--- config.mk ---
export PLATFORM = sky130hd
export DESIGN_NAME = dvs_select_top
export DESIGN_NICKNAME = d
export VERILOG_FILES = /design/src/dvs_pkg.sv /design/src/dvs_buck_if.sv /design/src/dvs_target_sel.sv /design/src/dvs_select_top.sv
export SDC_FILE = /design/constraint.sdc
export NUM_CORES = 1
export LEC_CHECK = 0
export ABC_CLOCK_PERIOD_IN_PS = 3200
export BUFFER_PORTS_ARGS = -buffer_cell sky130_fd_sc_hd__buf_2
export CAP_MARGIN = 20
export CORE_UTILIZATION = 50
export DETAILED_ROUTE_END_ITERATION = 16
export PLACE_DENSITY = 0.7
export SLEW_MARGIN = 20
export SYNTH_ARGS = -nofsm -noshare
export SYNTH_HDL_FRONTEND = slang
export SYNTH_SLANG_ARGS = --single-unit
--- constraint.sdc ---
create_clock -name core_clk -period 3.2 [get_ports core_clk]
set_clock_uncertainty 0.2 [all_clocks]
set_input_delay 0.32 -clock core_clk [delete_from_list [all_inputs] [get_ports core_clk]]
set_output_delay 0.32 -clock core_clk [all_outputs]
set_load 0.05 [all_outputs]
--- src/dvs_pkg.sv ---
// Purpose: Shared constants and types for the buck target select and voltage reset block
// Assumes: 25 MHz core clock, four bucks, registers reached over the two-wire serial port
// Notes:   Offsets beside the select control registers sit next to each select register
package dvs_pkg;

  localparam int NBUCK = 4;

  // Select control register offsets, one per buck
  localparam logic [7:0] CTRL_OFS [NBUCK] = '{8'h52, 8'h6C, 8'h86, 8'hA0};
  // Offsets of the companion registers, relative to the select control register
  localparam logic [1:0] SUB_CTRL  = 2'h0;
  localparam logic [1:0] SUB_TGT0  = 2'h1;
  localparam logic [1:0] SUB_TGT1  = 2'h2;
  localparam logic [1:0] SUB_SCALE = 2'h3;

  // Select control fields
  localparam int         SEL_MODE_LSB = 0;
  localparam int         SEL_POL_BIT  = 2;
  localparam logic [1:0] MODE_PIN     = 2'h2;

  // Reset values
  localparam logic [7:0] CTRL_RST  = 8'h00;
  localparam logic [7:0] TGT0_RST  = 8'h3C;
  localparam logic [7:0] TGT1_RST  = 8'h50;
  localparam logic [7:0] SCALE_RST = 8'h01;

  // Serial device address, value arbitrary
  localparam logic [6:0] DEV_ADDR = 7'h2A;

  // Voltage reset debounce
  localparam int          CLK_MHZ          = 25;
  localparam int          VRST_DEBOUNCE_US = 100;
  localparam logic [11:0] VRST_CYC         = 12'(VRST_DEBOUNCE_US * CLK_MHZ);

  // Serial port states
  typedef enum logic [3:0] {
    DVS_IDLE  = 4'b0000,
    DVS_ADDR  = 4'b0001,
    DVS_AACK  = 4'b0010,
    DVS_PTR   = 4'b0011,
    DVS_PACK  = 4'b0100,
    DVS_WDATA = 4'b0101,
    DVS_WACK  = 4'b0110,
    DVS_RDATA = 4'b0111,
    DVS_RACK  = 4'b1000
  } dvs_st_e;

endpackage

--- src/dvs_buck_if.sv ---
// Purpose: Per-buck bundle between the register core and a target selector
// Assumes: One instance per buck
// Notes:   Register core drives settings, selector returns choice and output code
`timescale 1ns/1ns
interface dvs_buck_if;
  logic [1:0] mode;
  logic       pol;
  logic       pin;
  logic [7:0] tgt0;
  logic [7:0] tgt1;
  logic       sel;
  logic [7:0] vout;

  modport core (output mode, output pol, output pin, output tgt0, output tgt1,
                input sel, input vout);
  modport pick (input mode, input pol, input pin, input tgt0, input tgt1,
                output sel, output vout);
endinterface

--- src/dvs_target_sel.sv ---
// Purpose: Chooses one buck's voltage target and holds its output voltage code
// Assumes: Pin input is already synchronised
// Notes:   Modes other than pin mode keep target zero
`timescale 1ns/1ns
module dvs_target_sel
  import dvs_pkg::*;
(
  // Clock and reset
  input wire logic core_clk,
  input wire logic rst,
  // Settings and result
  dvs_buck_if.pick b
);

  logic       sel_q;
  logic       sel_d;
  logic [7:0] vout_q;
  logic [7:0] vout_d;

  // Target choice; undefined modes fall back to target zero for safety
  always_comb begin
    sel_d  = (b.mode == MODE_PIN) && (b.pin == b.pol);
    vout_d = sel_d ? b.tgt1 : b.tgt0;
  end

  always_ff @(posedge core_clk) begin
    if (rst) begin
      sel_q  <= 1'b0;
      vout_q <= TGT0_RST;
    end else begin
      sel_q  <= sel_d;
      vout_q <= vout_d;
    end
  end

  assign b.sel  = sel_q;
  assign b.vout = vout_q;

  property p_pin_mode;
    @(posedge core_clk) disable iff (rst)
      (b.mode == MODE_PIN) ##0 (b.pin == b.pol) |=> sel_q && (vout_q == $past(b.tgt1));
  endproperty
  a_pin_mode: assert property (p_pin_mode) else $error("pin mode target one missed");

  property p_fixed_zero;
    @(posedge core_clk) disable iff (rst)
      (b.mode != MODE_PIN) |=> !sel_q && (vout_q == $past(b.tgt0));
  endproperty
  a_fixed_zero: assert property (p_fixed_zero) else $error("fixed mode not target zero");

endmodule

--- src/dvs_select_top.sv ---
// Purpose: Target select registers, serial register port, voltage reset and enable
// Assumes: Serial port up to 400 kHz; all pins asynchronous to core_clk
// Notes:   Master enable low holds every register at its reset value
`timescale 1ns/1ns
module dvs_select_top
  import dvs_pkg::*;
(
  // Clock and reset
  input  wire logic                        core_clk,
  input  wire logic                        rst,
  // Serial register port
  input  wire logic                        scl_in,
  input  wire logic                        sda_in,
  output logic                             sda_out,
  output logic                             sda_oe,
  // Control pins
  input  wire logic                        target_pin_one,
  input  wire logic                        target_pin_two,
  input  wire logic                        target_pin_three,
  input  wire logic                        target_pin_four,
  input  wire logic                        voltage_reset_pin_n,
  input  wire logic                        master_en_pin,
  // Converter side
  output logic                             device_enable,
  output logic                             restore_active,
  output logic [dvs_pkg::NBUCK-1:0]        buck_target_sel,
  output logic [dvs_pkg::NBUCK-1:0]        buck_scale_en,
  output logic [dvs_pkg::NBUCK-1:0][7:0]   buck_vout
);
  import dvs_pkg::*;

  localparam int PIN_N = 8;

  // Synchroniser and filter state
  logic [PIN_N-1:0] s1_q, s2_q, s3_q, f_q, f_d;
  logic             scl_p_q, sda_p_q;
  // Debounce state
  logic [11:0]      vcnt_q, vcnt_d;
  // Serial port state
  dvs_st_e          st_q, st_d;
  logic [3:0]       cnt_q, cnt_d;
  logic [7:0]       sh_q, sh_d;
  logic [7:0]       ptr_q, ptr_d;
  logic             rw_q, rw_d;
  logic             drv_q, drv_d;
  logic             wr_en;
  logic [7:0]       rd_byte;
  // Register file
  logic [7:0]       ctrl_q [NBUCK];
  logic [7:0]       ctrl_d [NBUCK];
  logic [7:0]       t0_q   [NBUCK];
  logic [7:0]       t0_d   [NBUCK];
  logic [7:0]       t1_q   [NBUCK];
  logic [7:0]       t1_d   [NBUCK];
  logic [7:0]       sc_q   [NBUCK];
  logic [7:0]       sc_d   [NBUCK];
  // Decode results
  logic             hit;
  logic [1:0]       hit_bk;
  logic [1:0]       hit_sub;
  // Filtered levels
  logic             scl_f, sda_f, vrst_f, en_f;
  logic [NBUCK-1:0] pin_f;
  logic             scl_rise, scl_fall, start_c, stop_c;

  assign scl_f  = f_q[0];
  assign sda_f  = f_q[1];
  assign pin_f  = f_q[5:2];
  assign vrst_f = f_q[6];
  assign en_f   = f_q[7];

  // Three-stage sync; a level counts only once stages two and three agree
  always_comb begin
    for (int i = 0; i < PIN_N; i++) begin
      f_d[i] = (s2_q[i] == s3_q[i]) ? s3_q[i] : f_q[i];
    end
  end

  always_ff @(posedge core_clk) begin
    if (rst) begin
      s1_q    <= 8'hC3;
      s2_q    <= 8'hC3;
      s3_q    <= 8'hC3;
      f_q     <= 8'h43;
      scl_p_q <= 1'b1;
      sda_p_q <= 1'b1;
    end else begin
      s1_q    <= {master_en_pin, voltage_reset_pin_n, target_pin_four, target_pin_three,
                  target_pin_two, target_pin_one, sda_in, scl_in};
      s2_q    <= s1_q;
      s3_q    <= s2_q;
      f_q     <= f_d;
      scl_p_q <= scl_f;
      sda_p_q <= sda_f;
    end
  end

  // Voltage reset debounce; releases at once so a short glitch never restores
  always_comb begin
    if (vrst_f || !en_f) begin
      vcnt_d = 12'h000;
    end else if (vcnt_q != VRST_CYC) begin
      vcnt_d = vcnt_q + 12'h001;
    end else begin
      vcnt_d = vcnt_q;
    end
  end

  always_ff @(posedge core_clk) begin
    if (rst) begin
      vcnt_q <= 12'h000;
    end else begin
      vcnt_q <= vcnt_d;
    end
  end

  assign restore_active = (vcnt_q == VRST_CYC);

  // Address decode over the four select groups
  always_comb begin
    hit     = 1'b0;
    hit_bk  = 2'h0;
    hit_sub = 2'h0;
    for (int i = 0; i < NBUCK; i++) begin
      if (ptr_q[7:2] == CTRL_OFS[i][7:2] && ptr_q[1:0] >= CTRL_OFS[i][1:0] &&
          ptr_q[1:0] == CTRL_OFS[i][1:0]) begin
        hit     = 1'b1;
        hit_bk  = 2'(i);
        hit_sub = SUB_CTRL;
      end else if (ptr_q - CTRL_OFS[i] < 8'h04 && ptr_q > CTRL_OFS[i]) begin
        hit     = 1'b1;
        hit_bk  = 2'(i);
        hit_sub = 2'(ptr_q - CTRL_OFS[i]);
      end
    end
  end

  // Read mux; unmapped addresses read as zero
  always_comb begin
    rd_byte = 8'h00;
    if (hit) begin
      case (hit_sub)
        SUB_CTRL:  rd_byte = ctrl_q[hit_bk];
        SUB_TGT0:  rd_byte = t0_q[hit_bk];
        SUB_TGT1:  rd_byte = t1_q[hit_bk];
        default:   rd_byte = sc_q[hit_bk];
      endcase
    end
  end

  assign scl_rise = scl_f && !scl_p_q;
  assign scl_fall = !scl_f && scl_p_q;
  assign start_c  = scl_f && scl_p_q && sda_p_q && !sda_f;
  assign stop_c   = scl_f && scl_p_q && !sda_p_q && sda_f;

  // Serial port: address, pointer, then data bytes with auto-increment
  always_comb begin
    st_d  = st_q;
    cnt_d = cnt_q;
    sh_d  = sh_q;
    ptr_d = ptr_q;
    rw_d  = rw_q;
    drv_d = drv_q;
    wr_en = 1'b0;
    if (!en_f) begin
      st_d  = DVS_IDLE;
      drv_d = 1'b0;
    end else if (start_c) begin
      st_d  = DVS_ADDR;
      cnt_d = 4'h0;
      drv_d = 1'b0;
    end else if (stop_c) begin
      st_d  = DVS_IDLE;
      drv_d = 1'b0;
    end else begin
      case (st_q)
        DVS_ADDR, DVS_PTR, DVS_WDATA: begin
          if (scl_rise) begin
            sh_d  = {sh_q[6:0], sda_f};
            cnt_d = cnt_q + 4'h1;
          end else if (scl_fall && cnt_q == 4'h8) begin
            cnt_d = 4'h0;
            drv_d = 1'b1;
            if (st_q == DVS_ADDR) begin
              rw_d = sh_q[0];
              st_d = DVS_AACK;
              if (sh_q[7:1] != DEV_ADDR) begin
                st_d  = DVS_IDLE;
                drv_d = 1'b0;
              end
            end else if (st_q == DVS_PTR) begin
              ptr_d = sh_q;
              st_d  = DVS_PACK;
            end else begin
              wr_en = 1'b1;
              st_d  = DVS_WACK;
            end
          end
        end
        DVS_AACK, DVS_PACK, DVS_WACK: begin
          if (scl_fall) begin
            drv_d = 1'b0;
            st_d  = DVS_WDATA;
            if (st_q == DVS_AACK && rw_q) begin
              st_d  = DVS_RDATA;
              sh_d  = rd_byte;
              drv_d = !rd_byte[7];
            end else if (st_q == DVS_AACK) begin
              st_d = DVS_PTR;
            end else if (st_q == DVS_WACK) begin
              ptr_d = ptr_q + 8'h01;
            end
          end
        end
        DVS_RDATA: begin
          if (scl_rise) begin
            cnt_d = cnt_q + 4'h1;
          end else if (scl_fall && cnt_q == 4'h8) begin
            st_d  = DVS_RACK;
            cnt_d = 4'h0;
            drv_d = 1'b0;
            ptr_d = ptr_q + 8'h01;
          end else if (scl_fall) begin
            sh_d  = {sh_q[6:0], 1'b0};
            drv_d = !sh_q[6];
          end
        end
        DVS_RACK: begin
          if (scl_rise && sda_f) begin
            st_d = DVS_IDLE; // Master refused more data
          end else if (scl_fall) begin
            st_d  = DVS_RDATA;
            sh_d  = rd_byte;
            drv_d = !rd_byte[7];
          end
        end
        default: st_d = DVS_IDLE;
      endcase
    end
  end

  always_ff @(posedge core_clk) begin
    if (rst) begin
      st_q  <= DVS_IDLE;
      cnt_q <= 4'h0;
      sh_q  <= 8'h00;
      ptr_q <= 8'h00;
      rw_q  <= 1'b0;
      drv_q <= 1'b0;
    end else begin
      st_q  <= st_d;
      cnt_q <= cnt_d;
      sh_q  <= sh_d;
      ptr_q <= ptr_d;
      rw_q  <= rw_d;
      drv_q <= drv_d;
    end
  end

  // Open-drain data line only ever pulls low
  assign sda_out = 1'b0;
  assign sda_oe  = drv_q;

  // Register file; the reset pin wins over a write to the same register
  always_comb begin
    for (int i = 0; i < NBUCK; i++) begin
      ctrl_d[i] = ctrl_q[i];
      t0_d[i]   = t0_q[i];
      t1_d[i]   = t1_q[i];
      sc_d[i]   = sc_q[i];
      if (wr_en && hit && hit_bk == 2'(i)) begin
        case (hit_sub)
          SUB_CTRL: ctrl_d[i] = sh_q;
          SUB_TGT0: t0_d[i]   = sh_q;
          SUB_TGT1: t1_d[i]   = sh_q;
          default:  sc_d[i]   = sh_q;
        endcase
      end
      if (restore_active) begin
        t0_d[i] = TGT0_RST;
        t1_d[i] = TGT1_RST;
        sc_d[i] = SCALE_RST;
      end
      if (!en_f) begin
        ctrl_d[i] = CTRL_RST;
        t0_d[i]   = TGT0_RST;
        t1_d[i]   = TGT1_RST;
        sc_d[i]   = SCALE_RST;
      end
    end
  end

  always_ff @(posedge core_clk) begin
    for (int i = 0; i < NBUCK; i++) begin
      if (rst) begin
        ctrl_q[i] <= CTRL_RST;
        t0_q[i]   <= TGT0_RST;
        t1_q[i]   <= TGT1_RST;
        sc_q[i]   <= SCALE_RST;
      end else begin
        ctrl_q[i] <= ctrl_d[i];
        t0_q[i]   <= t0_d[i];
        t1_q[i]   <= t1_d[i];
        sc_q[i]   <= sc_d[i];
      end
    end
  end

  // One selector per buck
  dvs_buck_if bi [NBUCK] ();

  for (genvar g = 0; g < NBUCK; g++) begin : g_buck
    assign bi[g].mode = ctrl_q[g][SEL_MODE_LSB +: 2];
    assign bi[g].pol  = ctrl_q[g][SEL_POL_BIT];
    assign bi[g].pin  = pin_f[g];
    assign bi[g].tgt0 = t0_q[g];
    assign bi[g].tgt1 = t1_q[g];
    assign buck_target_sel[g] = bi[g].sel;
    assign buck_vout[g]       = bi[g].vout;
    assign buck_scale_en[g]   = sc_q[g][0];
    dvs_target_sel u_sel (
      .core_clk (core_clk),
      .rst      (rst),
      .b        (bi[g])
    );
  end

  assign device_enable = en_f;

  property p_restore_after_wait;
    @(posedge core_clk) disable iff (rst)
      (vcnt_q == VRST_CYC - 12'h001) && !vrst_f && en_f |=> restore_active;
  endproperty
  a_restore_after_wait: assert property (p_restore_after_wait) else $error("restore late");

  property p_no_early_restore;
    @(posedge core_clk) disable iff (rst)
      $rose(restore_active) |-> $past(!vrst_f) && $past(vcnt_q) == VRST_CYC - 12'h001;
  endproperty
  a_no_early_restore: assert property (p_no_early_restore) else $error("restore early");

  property p_restore_vals;
    @(posedge core_clk) disable iff (rst)
      restore_active |=> t0_q[0] == TGT0_RST && t1_q[3] == TGT1_RST && sc_q[2] == SCALE_RST;
  endproperty
  a_restore_vals: assert property (p_restore_vals) else $error("restore values wrong");

  property p_shutdown;
    @(posedge core_clk) disable iff (rst)
      !en_f |-> !device_enable ##1 (ctrl_q[1] == CTRL_RST && st_q == DVS_IDLE);
  endproperty
  a_shutdown: assert property (p_shutdown) else $error("shutdown not forced");

  property p_sync_agree;
    @(posedge core_clk) disable iff (rst)
      $changed(f_q[2]) |-> $past(s3_q[2]) == $past(s2_q[2]);
  endproperty
  a_sync_agree: assert property (p_sync_agree) else $error("pin used unsynchronised");

  property p_wr_b2;
    @(posedge core_clk) disable iff (rst || !en_f)
      wr_en && ptr_q == CTRL_OFS[1] |=> ctrl_q[1] == $past(sh_q);
  endproperty
  a_wr_b2: assert property (p_wr_b2) else $error("buck two select write lost");

  property p_wr_b3;
    @(posedge core_clk) disable iff (rst || !en_f)
      wr_en && ptr_q == CTRL_OFS[2] |=> ctrl_q[2] == $past(sh_q);
  endproperty
  a_wr_b3: assert property (p_wr_b3) else $error("buck three select write lost");

  property p_wr_b4;
    @(posedge core_clk) disable iff (rst || !en_f)
      wr_en && ptr_q == CTRL_OFS[3] |=> ctrl_q[3] == $past(sh_q);
  endproperty
  a_wr_b4: assert property (p_wr_b4) else $error("buck four select write lost");

endmodule

==> flow_summary_export.csv <==
group,metric,value,unit
status,status,"finished clean",
logic_synthesis,syn_inst,1208,
clock_tree,clock_sinks,236,
worst_setup_path,crit_path_start,"ptr_q[6]",
worst_hold_path,hold_path_class,"input pin to register",
floorplan,die_h,148,um
clock_tree,tritoncts,"done",
sta,finalWorstPathRequiredPeriod,3.03,ns
final_layout,instances_no_fill,1566,
worst_setup_path,cp.required,3.42,ns
detailed_routing,drt_iter0_drc,603,
worst_setup_path,critPathKind,"register to register",
worst_hold_path,hold_start,"rst",
worst_setup_path,rr_startpoint,"ptr_q[6]",
logic_synthesis,async_flop_share,0,%
logic_synthesis,synth-edff-count,0,
place,gp_congestion,0.906,
detailed_routing,firstDrtPassIters,6,
floorplan,ioPinCount,54,
global_routing,grt_pass1_wl,44500,um
floorplan,die-area,22000,um2
detailed_routing,wire_per_inst,17.3,um
place,place_area,11600,um2
power,p_clk_share,49.3,%
power,p_sw,1340,uW
clock_tree,cts_buffers,25,
power,p_int,4820,uW
logic_synthesis,syn_area,10700,um2
clock_tree,clk_path_buf_depth,3,
sta,setup_violations,0,
logic_synthesis,avgSynthCellArea,8.87,um2
sta,hold_viol_final,0,
logic_synthesis,ys.flop_type,"dfxtp_1",
power,switching_share,21.7,%
detailed_routing,wl,27100,um
worst_setup_path,start_kind,"register",
power,peakVddDrop,426,uV
final_layout,nFillCells,1778,
flow_run,drv_cap,0,
power,power_density,488,nW/um2
final_layout,design_area,12600,um2
detailed_routing,vias,8998,
place,place_hpwl,18000,um
worst_setup_path,cp_max_fo,11,
final_layout,area_growth,17.7,%
logic_synthesis,synth_seq_cells,236,
power,pwr-share-seq,48.1,%
logic_synthesis,ys_types,71,
final_layout,num-nets-final,1295,
logic_synthesis,synth_fp_nets,1231,
sta,fin_crit_sh,94.7,%
logic_synthesis,ys.warnings.count,0,
detailed_routing,vias_per_cell,5.75,
place,placed_cells,1510,
sta,max_freq,0.330,GHz
sta,rsz0062_at_grt,"true",
final_layout,final_common_cell,"dfxtp_1",
detailed_routing,drc,0,
global_routing,grt.total_usage,25.1,%
clock_tree,cts.clk_slew.worst_paths,0.07,ns
global_routing,grt_pass1_vias,8507,
sta,fin_tns_setup,0,ns
worst_setup_path,worstSetupEndpointType,"register",
detailed_routing,ant_nets,0,
power,leakage,0.00479,uW
power,p_total,6160,uW
global_routing,grt_max_degree,56,
global_routing,grt_overflow,0,
final_layout,mostFrequentLayoutCells,"235 x dfxtp_1, 174 x nor2_1, 127 x mux2i_1",
sta,slew_headroom,45.0,%
floorplan,rows,53,
sta,worst_pin_slew,0.822,ns
clock_tree,htree_levels,1,
clock_tree,clock-root-buffer,"clkbuf_16",
global_routing,antenna_found_initial,0,
floorplan,die_x,148,um
logic_synthesis,ys_seq_area_share,44.1,%
place,port_buffers,52,
sta,whs,0.126,ns
worst_setup_path,cp_data_arrival_time,3.25,ns
clock_tree,clk_latency,0.54,ns
floorplan,core_area,21000,um2
final_layout,num_antenna_cells,0,
final_layout,drive_above_1_share,17.4,%
power,comb_power_share,2.6,%
floorplan,start_util,51.0,%
sta,drv_slew,0,
==> final timing paths <==
kind | end | slack, ns | cells after the start
max | sh_q[7] | 0.17 | 12
min | t0_q[0][3] | 0.13 | 4
max reg2reg | sh_q[7] | 0.17 | 12
min reg2reg | s2_q[1] | 0.21 | 1
==> cells by family (layout without fill, tap and decap cells) <==
| kind of cell | count (synthesis) | after routing | synth area share (%) |
|---|---|---|---|
| AOI/OAI and AO/OA | 199 | 199 | 13.3 |
| xor gates and xnor gates | 14 | 14 | 1.14 |
| adders and majority gates | 13 | 13 | 1.52 |
| buffers and inverters | 128 | 211 | 5.11 |
| DFF | 236 | 236 | 44.1 |
| muxes | 128 | 128 | 12.0 |
| other | 1 | 1 | 0.0350 |
| and+or+nand+nor | 489 | 489 | 22.9 |
==> layer usage <==
metal,vias up,wire length [um],share of wire [%],track usage [%]
li1,4376,-,-,-
met1,4269,11900,44,33.6
met2,294,12600,46,41.0
met3,59,1880,6.9,4.42
met4,0,686,2.5,8.30
met5,-,0,0,0
==> power by group through the flow <==
| stage | combinational, uW | sequential [uW] | clock (uW) |
|---|---|---|---|
| after floorplan | 103 | 3030 | 0 |
| after global placement | 151 | 3030 | 0 |
| after detailed placement | 153 | 3030 | 0 |
| after CTS | 161 | 2960 | 3080 |
| after global routing | 177 | 2960 | 3200 |
| final | 162 | 2960 | 3040 |
==> final cells by class <==
cell class / count / area (um2) / share of cell area, %
inverters: 26 / 97.6 / 0.774
clock buffers: 36 / 717 / 5.68
clock inverters: 10 / 155 / 1.23
flip-flops and latches: 236 / 4730 / 37.5
multi-input cells: 844 / 5510 / 43.7
repair buffers: 139 / 1060 / 8.41
well taps: 275 / 344 / 2.73
==> worst max-delay path: stages (launching register included) <==
cell and delay [ns]:
dfxtp_1 0.47, inv_2 0.08, ha_1 0.21, nand2b_1 0.08, a311oi_1 0.13, buf_4 0.17
o31ai_4 0.35, nor3_4 0.09, buf_4 0.19, a221o_1 0.31, o21ai_0 0.20, o32ai_2 0.14
a211o_1 0.30
==> cell usage after synthesis, types with 3 or more instances <==
library cell,count,area (um2)
inv_1,25,93.8
buf_1,8,30.0
nor4_2,3,37.5
a21o_1,8,60.1
a211o_1,19,166
nor3_1,34,170
or3_1,6,37.5
nand3_1,57,285
o22ai_1,7,43.8
buf_2,11,55.1
xnor2_1,6,52.6
a222oi_1,23,230
nand2_1,98,368
nand4_1,12,75.1
nor2_1,175,657
nand3b_1,7,52.6
o211ai_1,17,128
buf_4,12,90.1
nor2b_1,30,188
ha_1,13,163
a21oi_1,43,215
xor2_1,8,70.1
o31ai_1,8,60.1
nor4_4,6,128
o21bai_1,3,22.5
nand2b_1,10,62.6
dfxtp_1,236,4720
mux2i_1,127,1270
nor3b_1,9,67.6
and3_1,9,56.3
or2_2,19,119
clkbuf_1,69,259
nor3_4,3,48.8
o21ai_0,40,200
==> registers in the layout, indices dropped and copies added, names as in the netlist, 12 cells and up <==
name and cells:
vcnt_q 12, sc_q 32, t1_q 32, t0_q 32, ctrl_q 32, g_buck.u_sel.b.vout 32
==> stage by stage <==
step	setup WS (ns)	util (%)
after floorplan	0.0136	-
after global placement	0.127	55.2
after detailed placement	0.104	55.2
after CTS	0.0713	59.8
after global routing	-0.0269	60.0
final	0.171	60.0
==> repair_timing <==
| item | CTS | global route |
|---|---|---|
| resized for setup | 0 | 8 |
| hold endpoints to repair | 8 | 0 |
| hold buffers | 8 | 0 |
| buffers inserted | 0 | 2 |
| setup endpoints to repair | 0 | 90 |
(Power assumes the default switching activity.)
